<file path="src/rtl/stepper_regs_pkg.sv">
// Shared constants and carriers of the stepper current, step and alarm registers.
// Assumes a command layer that has already decoded the serial frames from the host.
package stepper_regs_pkg;

    // Register indices on the parameter address bus
    localparam logic [4:0] ADDR_FAST_DECAY = 5'h0E;
    localparam logic [4:0] ADDR_MIN_ON = 5'h0F;
    localparam logic [4:0] ADDR_MIN_OFF = 5'h10;
    localparam logic [4:0] ADDR_ADC = 5'h12;
    localparam logic [4:0] ADDR_OVERCURRENT_THRESHOLD = 5'h13;
    localparam logic [4:0] ADDR_STEP_CFG = 5'h16;
    localparam logic [4:0] ADDR_ALARM_MASK = 5'h17;

    // Values after reset
    localparam logic [7:0] RST_FAST_DECAY = 8'h00;
    localparam logic [6:0] RST_MIN_ON = 7'h00;
    localparam logic [6:0] RST_MIN_OFF = 7'h00;
    localparam logic [3:0] RST_OVERCURRENT_THRESHOLD = 4'h0;
    localparam logic [7:0] RST_STEP_CFG = 8'h08;
    localparam logic [7:0] RST_ALARM_MASK = 8'hFF;

    // Field positions
    localparam int FD_MAX_HI = 7;
    localparam int FD_MAX_LO = 4;
    localparam int FD_FALL_HI = 3;
    localparam int FD_FALL_LO = 0;
    localparam int SC_SYNC_EN = 7;
    localparam int SC_SRC_HI = 6;
    localparam int SC_SRC_LO = 4;
    localparam int SC_RES_HI = 2;
    localparam int SC_RES_LO = 0;
    localparam int AM_OCD = 0;
    localparam int AM_TH_SD = 1;
    localparam int AM_TH_WRN = 2;
    localparam int AM_UVLO = 3;
    localparam int AM_SW_EVN = 6;
    localparam int AM_CMD_ERR = 7;

    // Time units and cycle counts at the system clock
    localparam int CLK_MHZ = 50;
    localparam int FAST_UNIT_NS = 2000;
    localparam int HALF_US_NS = 500;
    localparam int FAST_UNIT_CYC = FAST_UNIT_NS * CLK_MHZ / 1000;
    localparam int HALF_US_CYC = HALF_US_NS * CLK_MHZ / 1000;
    localparam int ADC_STEP_MA = 125;
    localparam int OCD_STEP_MA = 375;

    // Sync source codes above this are unused
    localparam logic [2:0] SYNC_SRC_MAX = 3'h4;
    localparam int ELECTRICAL_POSITION_W = 9;

    typedef struct packed {
        logic write;
        logic [4:0] addr;
        logic [7:0] wdata;
    } reg_cmd_s;

    typedef struct packed {
        logic ocd;
        logic th_sd;
        logic th_wrn;
        logic uvlo;
        logic sw_evn;
        logic wrong_cmd;
    } alarm_cond_s;

endpackage

</file>
<file path="src/rtl/stepper_current_step_alarm_regs.sv">
// Current-control timing, ADC, overcurrent, step mode and alarm mask registers,
// with the electrical position counter, the busy/sync pin and the alarm pin.
// Assumes the command layer presents one register access per cmd_valid pulse.
`timescale 1ns/100ps

module stepper_current_step_alarm_regs #(
    parameter int POS_W = stepper_regs_pkg::ELECTRICAL_POSITION_W
) (
    input wire logic ref_clk,
    input wire logic rst_b,
    input wire logic clk_en,
    input wire logic cmd_valid,
    input stepper_regs_pkg::reg_cmd_s cmd,
    input wire logic motor_running,
    input wire logic cmd_busy,
    input wire logic status_fetch,
    input wire logic adc_valid,
    input wire logic [4:0] adc_code,
    input wire logic step_pulse,
    input wire logic step_dir,
    input stepper_regs_pkg::alarm_cond_s alarm_cond,
    output logic rd_valid_q,
    output logic [7:0] rd_data_q,
    output logic cmd_not_performed_q,
    output logic [POS_W-1:0] electrical_position_q,
    output logic [3:0] max_fast_decay_time_q,
    output logic [3:0] fall_step_time_q,
    output logic [6:0] min_on_time_q,
    output logic [6:0] min_off_time_q,
    output logic [3:0] overcurrent_threshold_q,
    output logic [2:0] step_res_q,
    output logic [10:0] fast_decay_cycles_q,
    output logic [10:0] fall_step_cycles_q,
    output logic [11:0] min_on_cycles_q,
    output logic [11:0] min_off_cycles_q,
    output logic [12:0] ocd_trip_ma_q,
    output logic [12:0] adc_current_ma_q,
    output logic busy_sync_q,
    output logic alarm_pin_out_q,
    output logic alarm_pin_oe_q
);

    logic [7:0] fast_decay_q;
    logic [4:0] adc_q;
    logic [7:0] step_cfg_q;
    logic [7:0] alarm_mask_q;

    logic wr;
    logic rd;
    logic locked_reg;
    logic refuse;
    logic wr_ok;
    logic [2:0] new_res;
    logic [POS_W-1:0] pos_inc;
    logic [7:0] rd_mux;
    logic [7:0] alarm_vec;
    logic sync_bit;

    assign wr = cmd_valid && cmd.write;
    assign rd = cmd_valid && !cmd.write;
    assign new_res = cmd.wdata[stepper_regs_pkg::SC_RES_HI:stepper_regs_pkg::SC_RES_LO];

    // Registers frozen while the motor runs
    always_comb begin
        locked_reg = 1'b0;
        if (cmd.addr == stepper_regs_pkg::ADDR_FAST_DECAY) begin
            locked_reg = 1'b1;
        end else if (cmd.addr == stepper_regs_pkg::ADDR_MIN_ON) begin
            locked_reg = 1'b1;
        end else if (cmd.addr == stepper_regs_pkg::ADDR_MIN_OFF) begin
            locked_reg = 1'b1;
        end else if (cmd.addr == stepper_regs_pkg::ADDR_STEP_CFG) begin
            locked_reg = 1'b1;
        end
    end

    assign refuse = wr && ((locked_reg && motor_running) ||
                           (cmd.addr == stepper_regs_pkg::ADDR_ADC));
    assign wr_ok = wr && !refuse;

    // One block per register; a refused write never reaches them
    always_ff @(posedge ref_clk or negedge rst_b) begin
        if (!rst_b) begin
            fast_decay_q <= stepper_regs_pkg::RST_FAST_DECAY;
        end else if (clk_en && wr_ok && cmd.addr == stepper_regs_pkg::ADDR_FAST_DECAY) begin
            fast_decay_q <= cmd.wdata;
        end
    end

    always_ff @(posedge ref_clk or negedge rst_b) begin
        if (!rst_b) begin
            min_on_time_q <= stepper_regs_pkg::RST_MIN_ON;
        end else if (clk_en && wr_ok && cmd.addr == stepper_regs_pkg::ADDR_MIN_ON) begin
            min_on_time_q <= cmd.wdata[6:0];
        end
    end

    always_ff @(posedge ref_clk or negedge rst_b) begin
        if (!rst_b) begin
            min_off_time_q <= stepper_regs_pkg::RST_MIN_OFF;
        end else if (clk_en && wr_ok && cmd.addr == stepper_regs_pkg::ADDR_MIN_OFF) begin
            min_off_time_q <= cmd.wdata[6:0];
        end
    end

    always_ff @(posedge ref_clk or negedge rst_b) begin
        if (!rst_b) begin
            overcurrent_threshold_q <= stepper_regs_pkg::RST_OVERCURRENT_THRESHOLD;
        end else if (clk_en && wr_ok && cmd.addr == stepper_regs_pkg::ADDR_OVERCURRENT_THRESHOLD) begin
            overcurrent_threshold_q <= cmd.wdata[3:0];
        end
    end

    always_ff @(posedge ref_clk or negedge rst_b) begin
        if (!rst_b) begin
            alarm_mask_q <= stepper_regs_pkg::RST_ALARM_MASK;
        end else if (clk_en && wr_ok && cmd.addr == stepper_regs_pkg::ADDR_ALARM_MASK) begin
            alarm_mask_q <= cmd.wdata;
        end
    end

    // Bit 3 is stored as written; the host is expected to keep it one
    always_ff @(posedge ref_clk or negedge rst_b) begin
        if (!rst_b) begin
            step_cfg_q <= stepper_regs_pkg::RST_STEP_CFG;
        end else if (clk_en && wr_ok && cmd.addr == stepper_regs_pkg::ADDR_STEP_CFG) begin
            step_cfg_q <= cmd.wdata;
        end
    end

    always_ff @(posedge ref_clk or negedge rst_b) begin
        if (!rst_b) begin
            adc_q <= 5'h00;
        end else if (clk_en && adc_valid) begin
            adc_q <= adc_code;
        end
    end

    // Set beats a status fetch in the same cycle so no refusal is lost
    always_ff @(posedge ref_clk or negedge rst_b) begin
        if (!rst_b) begin
            cmd_not_performed_q <= 1'b0;
        end else if (clk_en) begin
            if (refuse) begin
                cmd_not_performed_q <= 1'b1;
            end else if (status_fetch) begin
                cmd_not_performed_q <= 1'b0;
            end
        end
    end

    assign max_fast_decay_time_q = fast_decay_q[stepper_regs_pkg::FD_MAX_HI:
                                                stepper_regs_pkg::FD_MAX_LO];
    assign fall_step_time_q = fast_decay_q[stepper_regs_pkg::FD_FALL_HI:
                                           stepper_regs_pkg::FD_FALL_LO];
    assign step_res_q = step_cfg_q[stepper_regs_pkg::SC_RES_HI:stepper_regs_pkg::SC_RES_LO];

    // Derived times and currents, one cycle behind the stored codes
    // Eleven bits because the longest fast decay is 1600 cycles
    always_ff @(posedge ref_clk or negedge rst_b) begin
        if (!rst_b) begin
            fast_decay_cycles_q <= 11'h000;
        end else if (clk_en) begin
            fast_decay_cycles_q <= 11'((32'(max_fast_decay_time_q) + 1) *
                                       stepper_regs_pkg::FAST_UNIT_CYC);
        end
    end

    always_ff @(posedge ref_clk or negedge rst_b) begin
        if (!rst_b) begin
            fall_step_cycles_q <= 11'h000;
        end else if (clk_en) begin
            fall_step_cycles_q <= 11'((32'(fall_step_time_q) + 1) *
                                      stepper_regs_pkg::FAST_UNIT_CYC);
        end
    end

    always_ff @(posedge ref_clk or negedge rst_b) begin
        if (!rst_b) begin
            min_on_cycles_q <= 12'h000;
        end else if (clk_en) begin
            min_on_cycles_q <= 12'((32'(min_on_time_q) + 1) *
                                   stepper_regs_pkg::HALF_US_CYC);
        end
    end

    always_ff @(posedge ref_clk or negedge rst_b) begin
        if (!rst_b) begin
            min_off_cycles_q <= 12'h000;
        end else if (clk_en) begin
            min_off_cycles_q <= 12'((32'(min_off_time_q) + 1) *
                                    stepper_regs_pkg::HALF_US_CYC);
        end
    end

    always_ff @(posedge ref_clk or negedge rst_b) begin
        if (!rst_b) begin
            ocd_trip_ma_q <= 13'h0000;
        end else if (clk_en) begin
            ocd_trip_ma_q <= 13'((32'(overcurrent_threshold_q) + 1) *
                                 stepper_regs_pkg::OCD_STEP_MA);
        end
    end

    always_ff @(posedge ref_clk or negedge rst_b) begin
        if (!rst_b) begin
            adc_current_ma_q <= 13'h0000;
        end else if (clk_en) begin
            adc_current_ma_q <= 13'((32'(adc_q) + 1) *
                                    stepper_regs_pkg::ADC_STEP_MA);
        end
    end

    // Microstep increment per step pulse in 1/128 step units
    always_comb begin
        pos_inc = '0;
        case (step_res_q)
            3'h0: pos_inc = POS_W'(128);
            3'h1: pos_inc = POS_W'(64);
            3'h2: pos_inc = POS_W'(32);
            3'h3: pos_inc = POS_W'(16);
            default: pos_inc = POS_W'(8);
        endcase
    end

    // Wraps through four full steps; top two bits are the full step
    always_ff @(posedge ref_clk or negedge rst_b) begin
        if (!rst_b) begin
            electrical_position_q <= '0;
        end else if (clk_en) begin
            if (wr_ok && cmd.addr == stepper_regs_pkg::ADDR_STEP_CFG &&
                new_res != step_res_q) begin
                electrical_position_q <= '0;
            end else if (step_pulse) begin
                if (step_dir) begin
                    electrical_position_q <= electrical_position_q + pos_inc;
                end else begin
                    electrical_position_q <= electrical_position_q - pos_inc;
                end
            end
        end
    end

    // Source code selects position bit 7 down to 3
    always_comb begin
        sync_bit = 1'b0;
        case (step_cfg_q[stepper_regs_pkg::SC_SRC_HI:stepper_regs_pkg::SC_SRC_LO])
            3'h0: sync_bit = electrical_position_q[7];
            3'h1: sync_bit = electrical_position_q[6];
            3'h2: sync_bit = electrical_position_q[5];
            3'h3: sync_bit = electrical_position_q[4];
            3'h4: sync_bit = electrical_position_q[3];
            default: sync_bit = 1'b0;
        endcase
    end

    always_ff @(posedge ref_clk or negedge rst_b) begin
        if (!rst_b) begin
            busy_sync_q <= 1'b1;
        end else if (clk_en) begin
            if (step_cfg_q[stepper_regs_pkg::SC_SYNC_EN]) begin
                busy_sync_q <= sync_bit;
            end else begin
                busy_sync_q <= !cmd_busy;
            end
        end
    end

    // Command error covers a refused and an unknown command
    always_comb begin
        alarm_vec = 8'h00;
        alarm_vec[stepper_regs_pkg::AM_OCD] = alarm_cond.ocd;
        alarm_vec[stepper_regs_pkg::AM_TH_SD] = alarm_cond.th_sd;
        alarm_vec[stepper_regs_pkg::AM_TH_WRN] = alarm_cond.th_wrn;
        alarm_vec[stepper_regs_pkg::AM_UVLO] = alarm_cond.uvlo;
        alarm_vec[stepper_regs_pkg::AM_SW_EVN] = alarm_cond.sw_evn;
        alarm_vec[stepper_regs_pkg::AM_CMD_ERR] = alarm_cond.wrong_cmd ||
                                                  cmd_not_performed_q;
    end

    // Open drain: only ever drives low
    always_ff @(posedge ref_clk or negedge rst_b) begin
        if (!rst_b) begin
            alarm_pin_out_q <= 1'b0;
            alarm_pin_oe_q <= 1'b0;
        end else if (clk_en) begin
            alarm_pin_out_q <= 1'b0;
            alarm_pin_oe_q <= |(alarm_vec & alarm_mask_q);
        end
    end

    // Unmapped addresses read as zero
    always_comb begin
        rd_mux = 8'h00;
        if (cmd.addr == stepper_regs_pkg::ADDR_FAST_DECAY) begin
            rd_mux = fast_decay_q;
        end else if (cmd.addr == stepper_regs_pkg::ADDR_MIN_ON) begin
            rd_mux = {1'b0, min_on_time_q};
        end else if (cmd.addr == stepper_regs_pkg::ADDR_MIN_OFF) begin
            rd_mux = {1'b0, min_off_time_q};
        end else if (cmd.addr == stepper_regs_pkg::ADDR_ADC) begin
            rd_mux = {3'h0, adc_q};
        end else if (cmd.addr == stepper_regs_pkg::ADDR_OVERCURRENT_THRESHOLD) begin
            rd_mux = {4'h0, overcurrent_threshold_q};
        end else if (cmd.addr == stepper_regs_pkg::ADDR_STEP_CFG) begin
            rd_mux = step_cfg_q;
        end else if (cmd.addr == stepper_regs_pkg::ADDR_ALARM_MASK) begin
            rd_mux = alarm_mask_q;
        end
    end

    always_ff @(posedge ref_clk or negedge rst_b) begin
        if (!rst_b) begin
            rd_valid_q <= 1'b0;
            rd_data_q <= 8'h00;
        end else if (clk_en) begin
            rd_valid_q <= rd;
            if (rd) begin
                rd_data_q <= rd_mux;
            end
        end
    end

endmodule

</file>
<file path="config.mk">
export PLATFORM = sky130hd
export DESIGN_NAME = stepper_current_step_alarm_regs
export DESIGN_NICKNAME = d
export VERILOG_FILES = /design/src/rtl/stepper_regs_pkg.sv /design/src/rtl/stepper_current_step_alarm_regs.sv
export SDC_FILE = /design/constraint.sdc
export NUM_CORES = 1
export LEC_CHECK = 0
export ABC_AREA = 0
export BUFFER_PORTS_ARGS = -buffer_cell sky130_fd_sc_hd__clkbuf_2
export CORE_MARGIN = 1
export CORE_UTILIZATION = 50
export CTS_BUF_LIST = sky130_fd_sc_hd__clkbuf_4 sky130_fd_sc_hd__clkbuf_8
export CTS_CLUSTER_SIZE = 16
export DETAILED_ROUTE_END_ITERATION = 6
export GPL_ROUTABILITY_DRIVEN = 1
export GPL_TIMING_DRIVEN = 1
export PLACE_DENSITY_LB_ADDON = 0.2
export REMOVE_ABC_BUFFERS = 1
export SLEW_MARGIN = 20
export SYNTH_ARGS = -nofsm -noshare
export SYNTH_HDL_FRONTEND = slang
export SYNTH_SLANG_ARGS = --single-unit
</file>
<file path="constraint.sdc">
create_clock -name ref_clk -period 11.75 [get_ports ref_clk]
set_input_delay 1.175 -clock ref_clk [delete_from_list [all_inputs] [get_ports ref_clk]]
set_output_delay 1.175 -clock ref_clk [all_outputs]
set_load 0.005 [all_outputs]
</file>
==> results.yml, run 1 <==
clock_network:
  clock_latency_ps: 460
  numCtsBuffers: 17
  clockRootBuffer: "clkbuf_8"
  cts.htree.levels: 4
  ctsLongestPathBuffers: 2
  cts_tree: "yes"
  path_clk_slew_ps: 80
  cts_hold_buffers: 0
  cts_setup_buffers: 0
  cts_resized: 0
  numClockSinks: 133
yosys:
  ys_top_cells_by_area: "dfrtp_1 (32%), ha_1 (17%), mux2_2 (11%)"
  async_flop_share_pct: 100
  synth_seq_area_share_pct: 34.2
  synth_area_leader_cell: "dfrtp_1"
  synth_flop_cell: "dfrtp_1"
  synthesis.area_sq_um: 9760
  syn_area_per_cell_sq_um: 10.6
  synth-edff-count: 0
  syn_inst: 917
  ys_warn_count: 0
  synth_cell_type_count: 64
  yosysTopAreaCellShare_pct: 31.5
  yosys_register_bits: 133
sta:
  hold_viol_final: 0
  setup_violations: 0
  fmax_mhz: 218
  drv_slew: 0
  relSlewSlack_pct: 36.7
  tightest_slew_ps: 943
  fin_setup_tns_ps: 0
  finClkSkew_ps: 8.62
  rsz0062_at_grt: "no"
  period_share_pct: 39.1
  min_period_ps: 4590
worst_hold_path:
  worstHoldStart: "adc_current_ma_q[5]"
  whs_path_depth: 2
  min_to: "adc_current_ma_q[5]"
  hp-class: "reg -> reg"
drt:
  drt_first_iter_violations: 362
  final_antenna_net_count: 0
  drc: 0
  drtPass1Iterations: 5
  routed_wl_microns: 22200
  vias_per_cell: 5.33
  drt-wirelength-per-cell_microns: 16.7
  vias: 7077
floorplanning:
  core_sq_um: 18900
  die_w_microns: 142
  die_h_microns: 142
  rows: 50
  floorplan.initialDensity_pct: 51.6
  dieArea_sq_um: 20100
  io_pins: 158
power_and_ir_drop:
  comb_power_share_pct: 45.2
  p_total_mw: 1.94
  power_frac_seq_pct: 32.1
  switching_share_pct: 36.5
  p_clk_share_pct: 22.7
  cellLeakagePower_nw: 5.89
  powerDensity_nw_per_um2: 174
  peakVddDrop_mv: 0.111
  p_sw_uw: 708
  p_int_mw: 1.23
global_route:
  grt-ovfl-total: 0
  grt.total_usage_pct: 23.6
  grt_pass1_wl_microns: 36400
  first_global_vias: 7076
  antenna_found_initial: 0
  grt_max_degree: 72
setup_path:
  required_ps: 12100
  critPathLaunchType: "flip-flop"
  worstSetupPathType: "reg -> reg"
  ff2ff_path_depth: 16
  cp-end-kind: "flip-flop"
  rrSetupSlack_ps: 7160
  cp_max_fo: 10
  reg2reg_to: "ocd_trip_ma_q[11]"
  critical_path_arrival_ps: 4940
  r2r_start: "overcurrent_threshold_q[0]"
placed_design:
  place_inst: 1296
  port_buffers: 149
  gp_congestion: 0.881
  dp_hpwl_microns: 17100
layout:
  syn_to_final_growth_pct: 14.1
  multi_input_area_sq_um: 5860
  n_fill_cell: 1726
  nets: 1250
  drive_gt1_share_pct: 28.7
  layout_commonest_cell: "clkbuf_2"
  layout_common_cells: "clkbuf_2 (147), ha_1 (132), dfrtp_1 (123)"
  diodes: 0
  fin_cells: 1328
  regArea_sq_um: 3340
outcome:
  status: "complete, no violations"
run:
  maxCapViolCount: 0
cells in the mapped netlist (2+ instances only):
library cell,instances
o41ai_1,2
a21o_1,13
o2111ai_1,2
a31o_2,4
a211oi_1,6
a221oi_1,4
o21ai_0,27
buf_1,8
a31oi_1,3
nand3b_1,2
o31ai_1,4
o22ai_1,4
nor4_1,2
dfstp_2,10
mux2_2,99
a222oi_1,3
a22oi_1,2
ha_1,132
dfrtp_1,123
a41oi_1,2
or3_1,3
inv_1,97
o21a_1,6
buf_2,5
xnor2_1,42
mux2i_1,3
nand2_1,45
nor2b_1,14
buf_4,11
and2b_1,2
nor2_1,44
nand3_1,20
nor3_1,9
a21oi_1,34
clkbuf_1,16
and3_1,4
fa_1,28
a22o_1,7
and2_1,6
o21bai_1,6
xor2_1,35
o211ai_1,5
nor4_4,2
how the worst max path moves through the flow:
stage | startpoint | end | slack [ps] | depth (start not counted)
after global routing | adc_q[0] | adc_current_ma_q[12] | 6810 | 15
after floorplan | overcurrent_threshold_q[0] | ocd_trip_ma_q[11] | 7490 | 16
after detailed placement | overcurrent_threshold_q[0] | ocd_trip_ma_q[11] | 7140 | 16
after global placement | adc_q[0] | adc_current_ma_q[12] | 7290 | 15
after CTS | overcurrent_threshold_q[0] | ocd_trip_ma_q[11] | 7140 | 16
final | overcurrent_threshold_q[0] | ocd_trip_ma_q[11] | 7160 | 16
state kept, by name, summed over array words and instances (netlist names):
signal / cells
fast_decay_cycles_q: 9
alarm_pin_oe_q: 1
min_on_time_q: 7
fall_step_cycles_q: 9
min_off_time_q: 7
ocd_trip_ma_q: 13
fast_decay_q: 8
step_cfg_q: 8
cmd_not_performed_q: 1
adc_q: 5
alarm_mask_q: 8
rd_data_q: 8
electrical_position_q: 6
overcurrent_threshold_q: 4
busy_sync_q: 1
min_off_cycles_q: 12
min_on_cycles_q: 12
rd_valid_q: 1
adc_current_ma_q: 13
critical path: stages, from the launching register on:
cell and delay [ps]:
dfrtp_1 620, nand3_1 150, xnor2_1 430, inv_1 180, fa_1 530, inv_1 40
ha_1 310, inv_1 60, fa_1 490, inv_1 40, ha_1 330, o21ai_0 150
nor2_1 110, a41o_1 280, a311o_1 360, xor2_1 140, mux2_2 250
per-layer routing:
metal | share of wire [%] | GRT usage, % | up-vias
met5 | 0 | 0 | -
met4 | 1.5 | 7.02 | 0
met3 | 5.9 | 5.33 | 30
met2 | 46 | 38.2 | 185
met1 | 46 | 31.4 | 3420
li1 | - | - | 3442
cells by family after synthesis:
| logic type | count (synthesis) | synth area share (%) |
|---|---|---|
| mux | 103 | 12.0 |
| simple gates | 161 | 8.36 |
| fa+ha+maj | 161 | 22.8 |
| xor+xnor | 77 | 6.91 |
| flops | 133 | 34.2 |
| buf+inv | 140 | 5.95 |
| other cells | 1 | 0.0384 |
| compound gates | 141 | 9.76 |
power by group through the flow:
stage	clock (mW)	sequential (mW)	combinational, mW
finish	0.441	0.624	0.877
global route	0.469	0.636	1.01
CTS	0.452	0.624	0.886
detailed placement	0	0.634	0.879
global placement	0	0.631	0.855
floorplan	0	0.623	0.633
cell type report:
cell class / count / share of cell area (%)
clock buffers: 18 / 2.23
clock inverters: 14 / 1.79
inverters: 99 / 3.34
multi-input cells: 651 / 52.7
flip-flops and latches: 133 / 30.0
well taps: 260 / 2.92
repair buffers: 153 / 7.03
through the flow:
stage          area, sq um  util (%)  hold slack, ps  setup WS, ps
6_report             11100      58.9             484          7160
4_1_cts              11100      58.9             491          7140
5_1_grt              11100      58.9             502          6810
2_1_floorplan         9580         -             473          7490
3_5_place_dp         10700      56.5             472          7140
3_3_place_gp         10700      56.5             462          7290
Power figures use the tool's default switching activity.
==> run 2, diff against run 1 <==
==> constraint.sdc (replaced) <==
create_clock -name ref_clk -period 4 [get_ports ref_clk]
set_input_delay 0.4 -clock ref_clk [delete_from_list [all_inputs] [get_ports ref_clk]]
set_output_delay 0.4 -clock ref_clk [all_outputs]
set_load 0.005 [all_outputs]
==> run 2 against run 1 <==
The run now ends with negative hold slack left. Register-to-register slack worse by 7100 ps. Sequential share of layout area decreased by 1.2 points. Die area unchanged. Power grew to 3.1 times the previous value. Cell area increased by 4.4%. Worst hold slack lost 490 ps. Largest power group unchanged.
==> results.yml, run 2 (synthesis gave the netlist of run 1 again) <==
global_route:
  grt_pass1_wl_microns: 34800
  grt_max_degree: 91
  grtUsageMet2_pct: 35.7
  grt-ovfl-total: 0
  gr-usage-met3_pct: 4.83
  first_global_vias: 6689
  grt_busiest_layer: "met2"
  grt.total_usage_pct: 22.7
  grtUsageMet1_pct: 31.5
  antenna_found_initial: 0
layout:
  postLayoutCoreUtil_pct: 61.5
  layout_commonest_cell: "clkbuf_2"
  largestRegisters: "adc_current_ma_q (13), ocd_trip_ma_q (13)"
  fin_cells: 1370
  syn_to_final_growth_pct: 19.1
  nets: 1292
  design_area_sq_um: 11600
  diodes: 0
  layout_common_cells: "clkbuf_2 (147), ha_1 (123), dfrtp_1 (116)"
  drive_gt1_share_pct: 34.4
clock_network:
  numCtsBuffers: 17
  cts.htree.levels: 4
  path_clk_slew_ps: 80
  ctsLongestPathBuffers: 2
  cts_tree: "yes"
  clock_latency_ps: 450
  numClockSinks: 133
  clockRootBuffer: "clkbuf_8"
  cts_hold_buffers: 0
power_and_ir_drop:
  power_frac_seq_pct: 30.2
  peakVddDrop_mv: 0.456
  p_clk_share_pct: 19.7
  powerDensity_nw_per_um2: 520
  p_int_mw: 3.85
  p_sw_mw: 2.19
  switching_share_pct: 36.2
  p_total_mw: 6.04
  cellLeakagePower_nw: 6.09
  comb_power_share_pct: 50.1
sta:
  relSlewSlack_pct: 43.6
  fin_setup_tns_ps: 0
  min_period_ps: 3930
  hold-worst-slack_ps: -4.13
  hold_viol_final: 2
  period_share_pct: 98.3
  rsz0062_at_grt: "yes"
  fin_ws_ps: 66.9
  drv_slew: 0
  setup_violations: 0
  finClkSkew_ps: 12.4
  tightest_slew_ps: 846
  fmax_mhz: 254
placed_design:
  placed_area_sq_um: 11000
  dp_hpwl_microns: 17300
  gp_congestion: 0.869
  place_inst: 1332
  place_ws_ps: -104
  port_buffers: 149
setup_path:
  worstSetupPathType: "reg -> reg"
  cp-end-kind: "flip-flop"
  required_ps: 4340
  critical_path_arrival_ps: 4270
  critPathLaunchType: "flip-flop"
  cp_max_fo: 5
floorplanning:
  io_pins: 158
  die_h_microns: 142
  dieArea_sq_um: 20100
  core_sq_um: 18900
  rows: 50
  floorplan.initialDensity_pct: 51.6
  die_w_microns: 142
drt:
  final_antenna_net_count: 0
  drc: 0
  vias: 7148
  drt-wirelength-per-cell_microns: 16.3
  drtPass1Iterations: 5
  drt_first_iter_violations: 342
  routed_wl_microns: 22300
  vias_per_cell: 5.22
outcome:
  violations: "negative hold slack"
  status: "finished, violations left"
worst_hold_path:
  hp-class: "in -> async"
run:
  maxCapViolCount: 0
==> run 2: critical path, stage by stage (launching register included) <==
cell	delay, ps
dfrtp_2	450
ha_4	190
and3_4	210
buf_4	130
ha_1	290
inv_1	50
fa_1	470
inv_1	50
fa_1	550
ha_4	210
a21oi_1	140
o21ai_1	80
a41o_1	230
a311o_1	360
xor2_1	140
mux2_2	260
==> run 2: layout make-up <==
type / instances / area [sq um]
well taps: 260 / 325
multi-input cells: 651 / 6070
clock inverters: 13 / 158
fillers: 1635 / 7270
inverters: 99 / 372
repair buffers: 195 / 1100
clock buffers: 19 / 255
flip-flops and latches: 133 / 3350
==> run 2: power by group through the flow <==
stage          Sequential (mW)  Combinational [mW]  Clock, mW
6_report                  1.82                3.02       1.19
5_1_grt                   1.86                3.42       1.28
4_1_cts                   1.82                2.78       1.22
3_5_place_dp              1.85                2.76          0
3_3_place_gp              1.84                2.69          0
2_1_floorplan             1.83                1.86          0
==> run 2: path summary, 6_finish.rpt <==
path | to | startpoint | slack (ps) | cells past startpoint
max | ocd_trip_ma_q[11] | overcurrent_threshold_q[1] | 70 | 15
min in group ref_clk | adc_q[1] | adc_code[1] | 220 | 2
min reg2reg | ocd_trip_ma_q[5] | ocd_trip_ma_q[5] | 490 | 1
max reg2reg | ocd_trip_ma_q[11] | overcurrent_threshold_q[1] | 70 | 15
max in group asynchronous | alarm_mask_q[4] | rst_b | 3060 | 2
min | fall_step_cycles_q[9] | rst_b | -4 | 1
==> run 2: what timing repair did <==
item,in CTS,in global routing
setup endpoints to repair,4,11
setup buffers,1,5
cloned,0,0
resized for setup,7,34
pin swaps,0,16
==> run 2: per-layer routing <==
| layer | share of wire, % | up-vias |
|---|---|---|
| li1 | - | 3515 |
| met1 | 48 | 3454 |
| met2 | 46 | 155 |
| met3 | 4.5 | 24 |
| met4 | 1.4 | 0 |
| met5 | 0 | - |
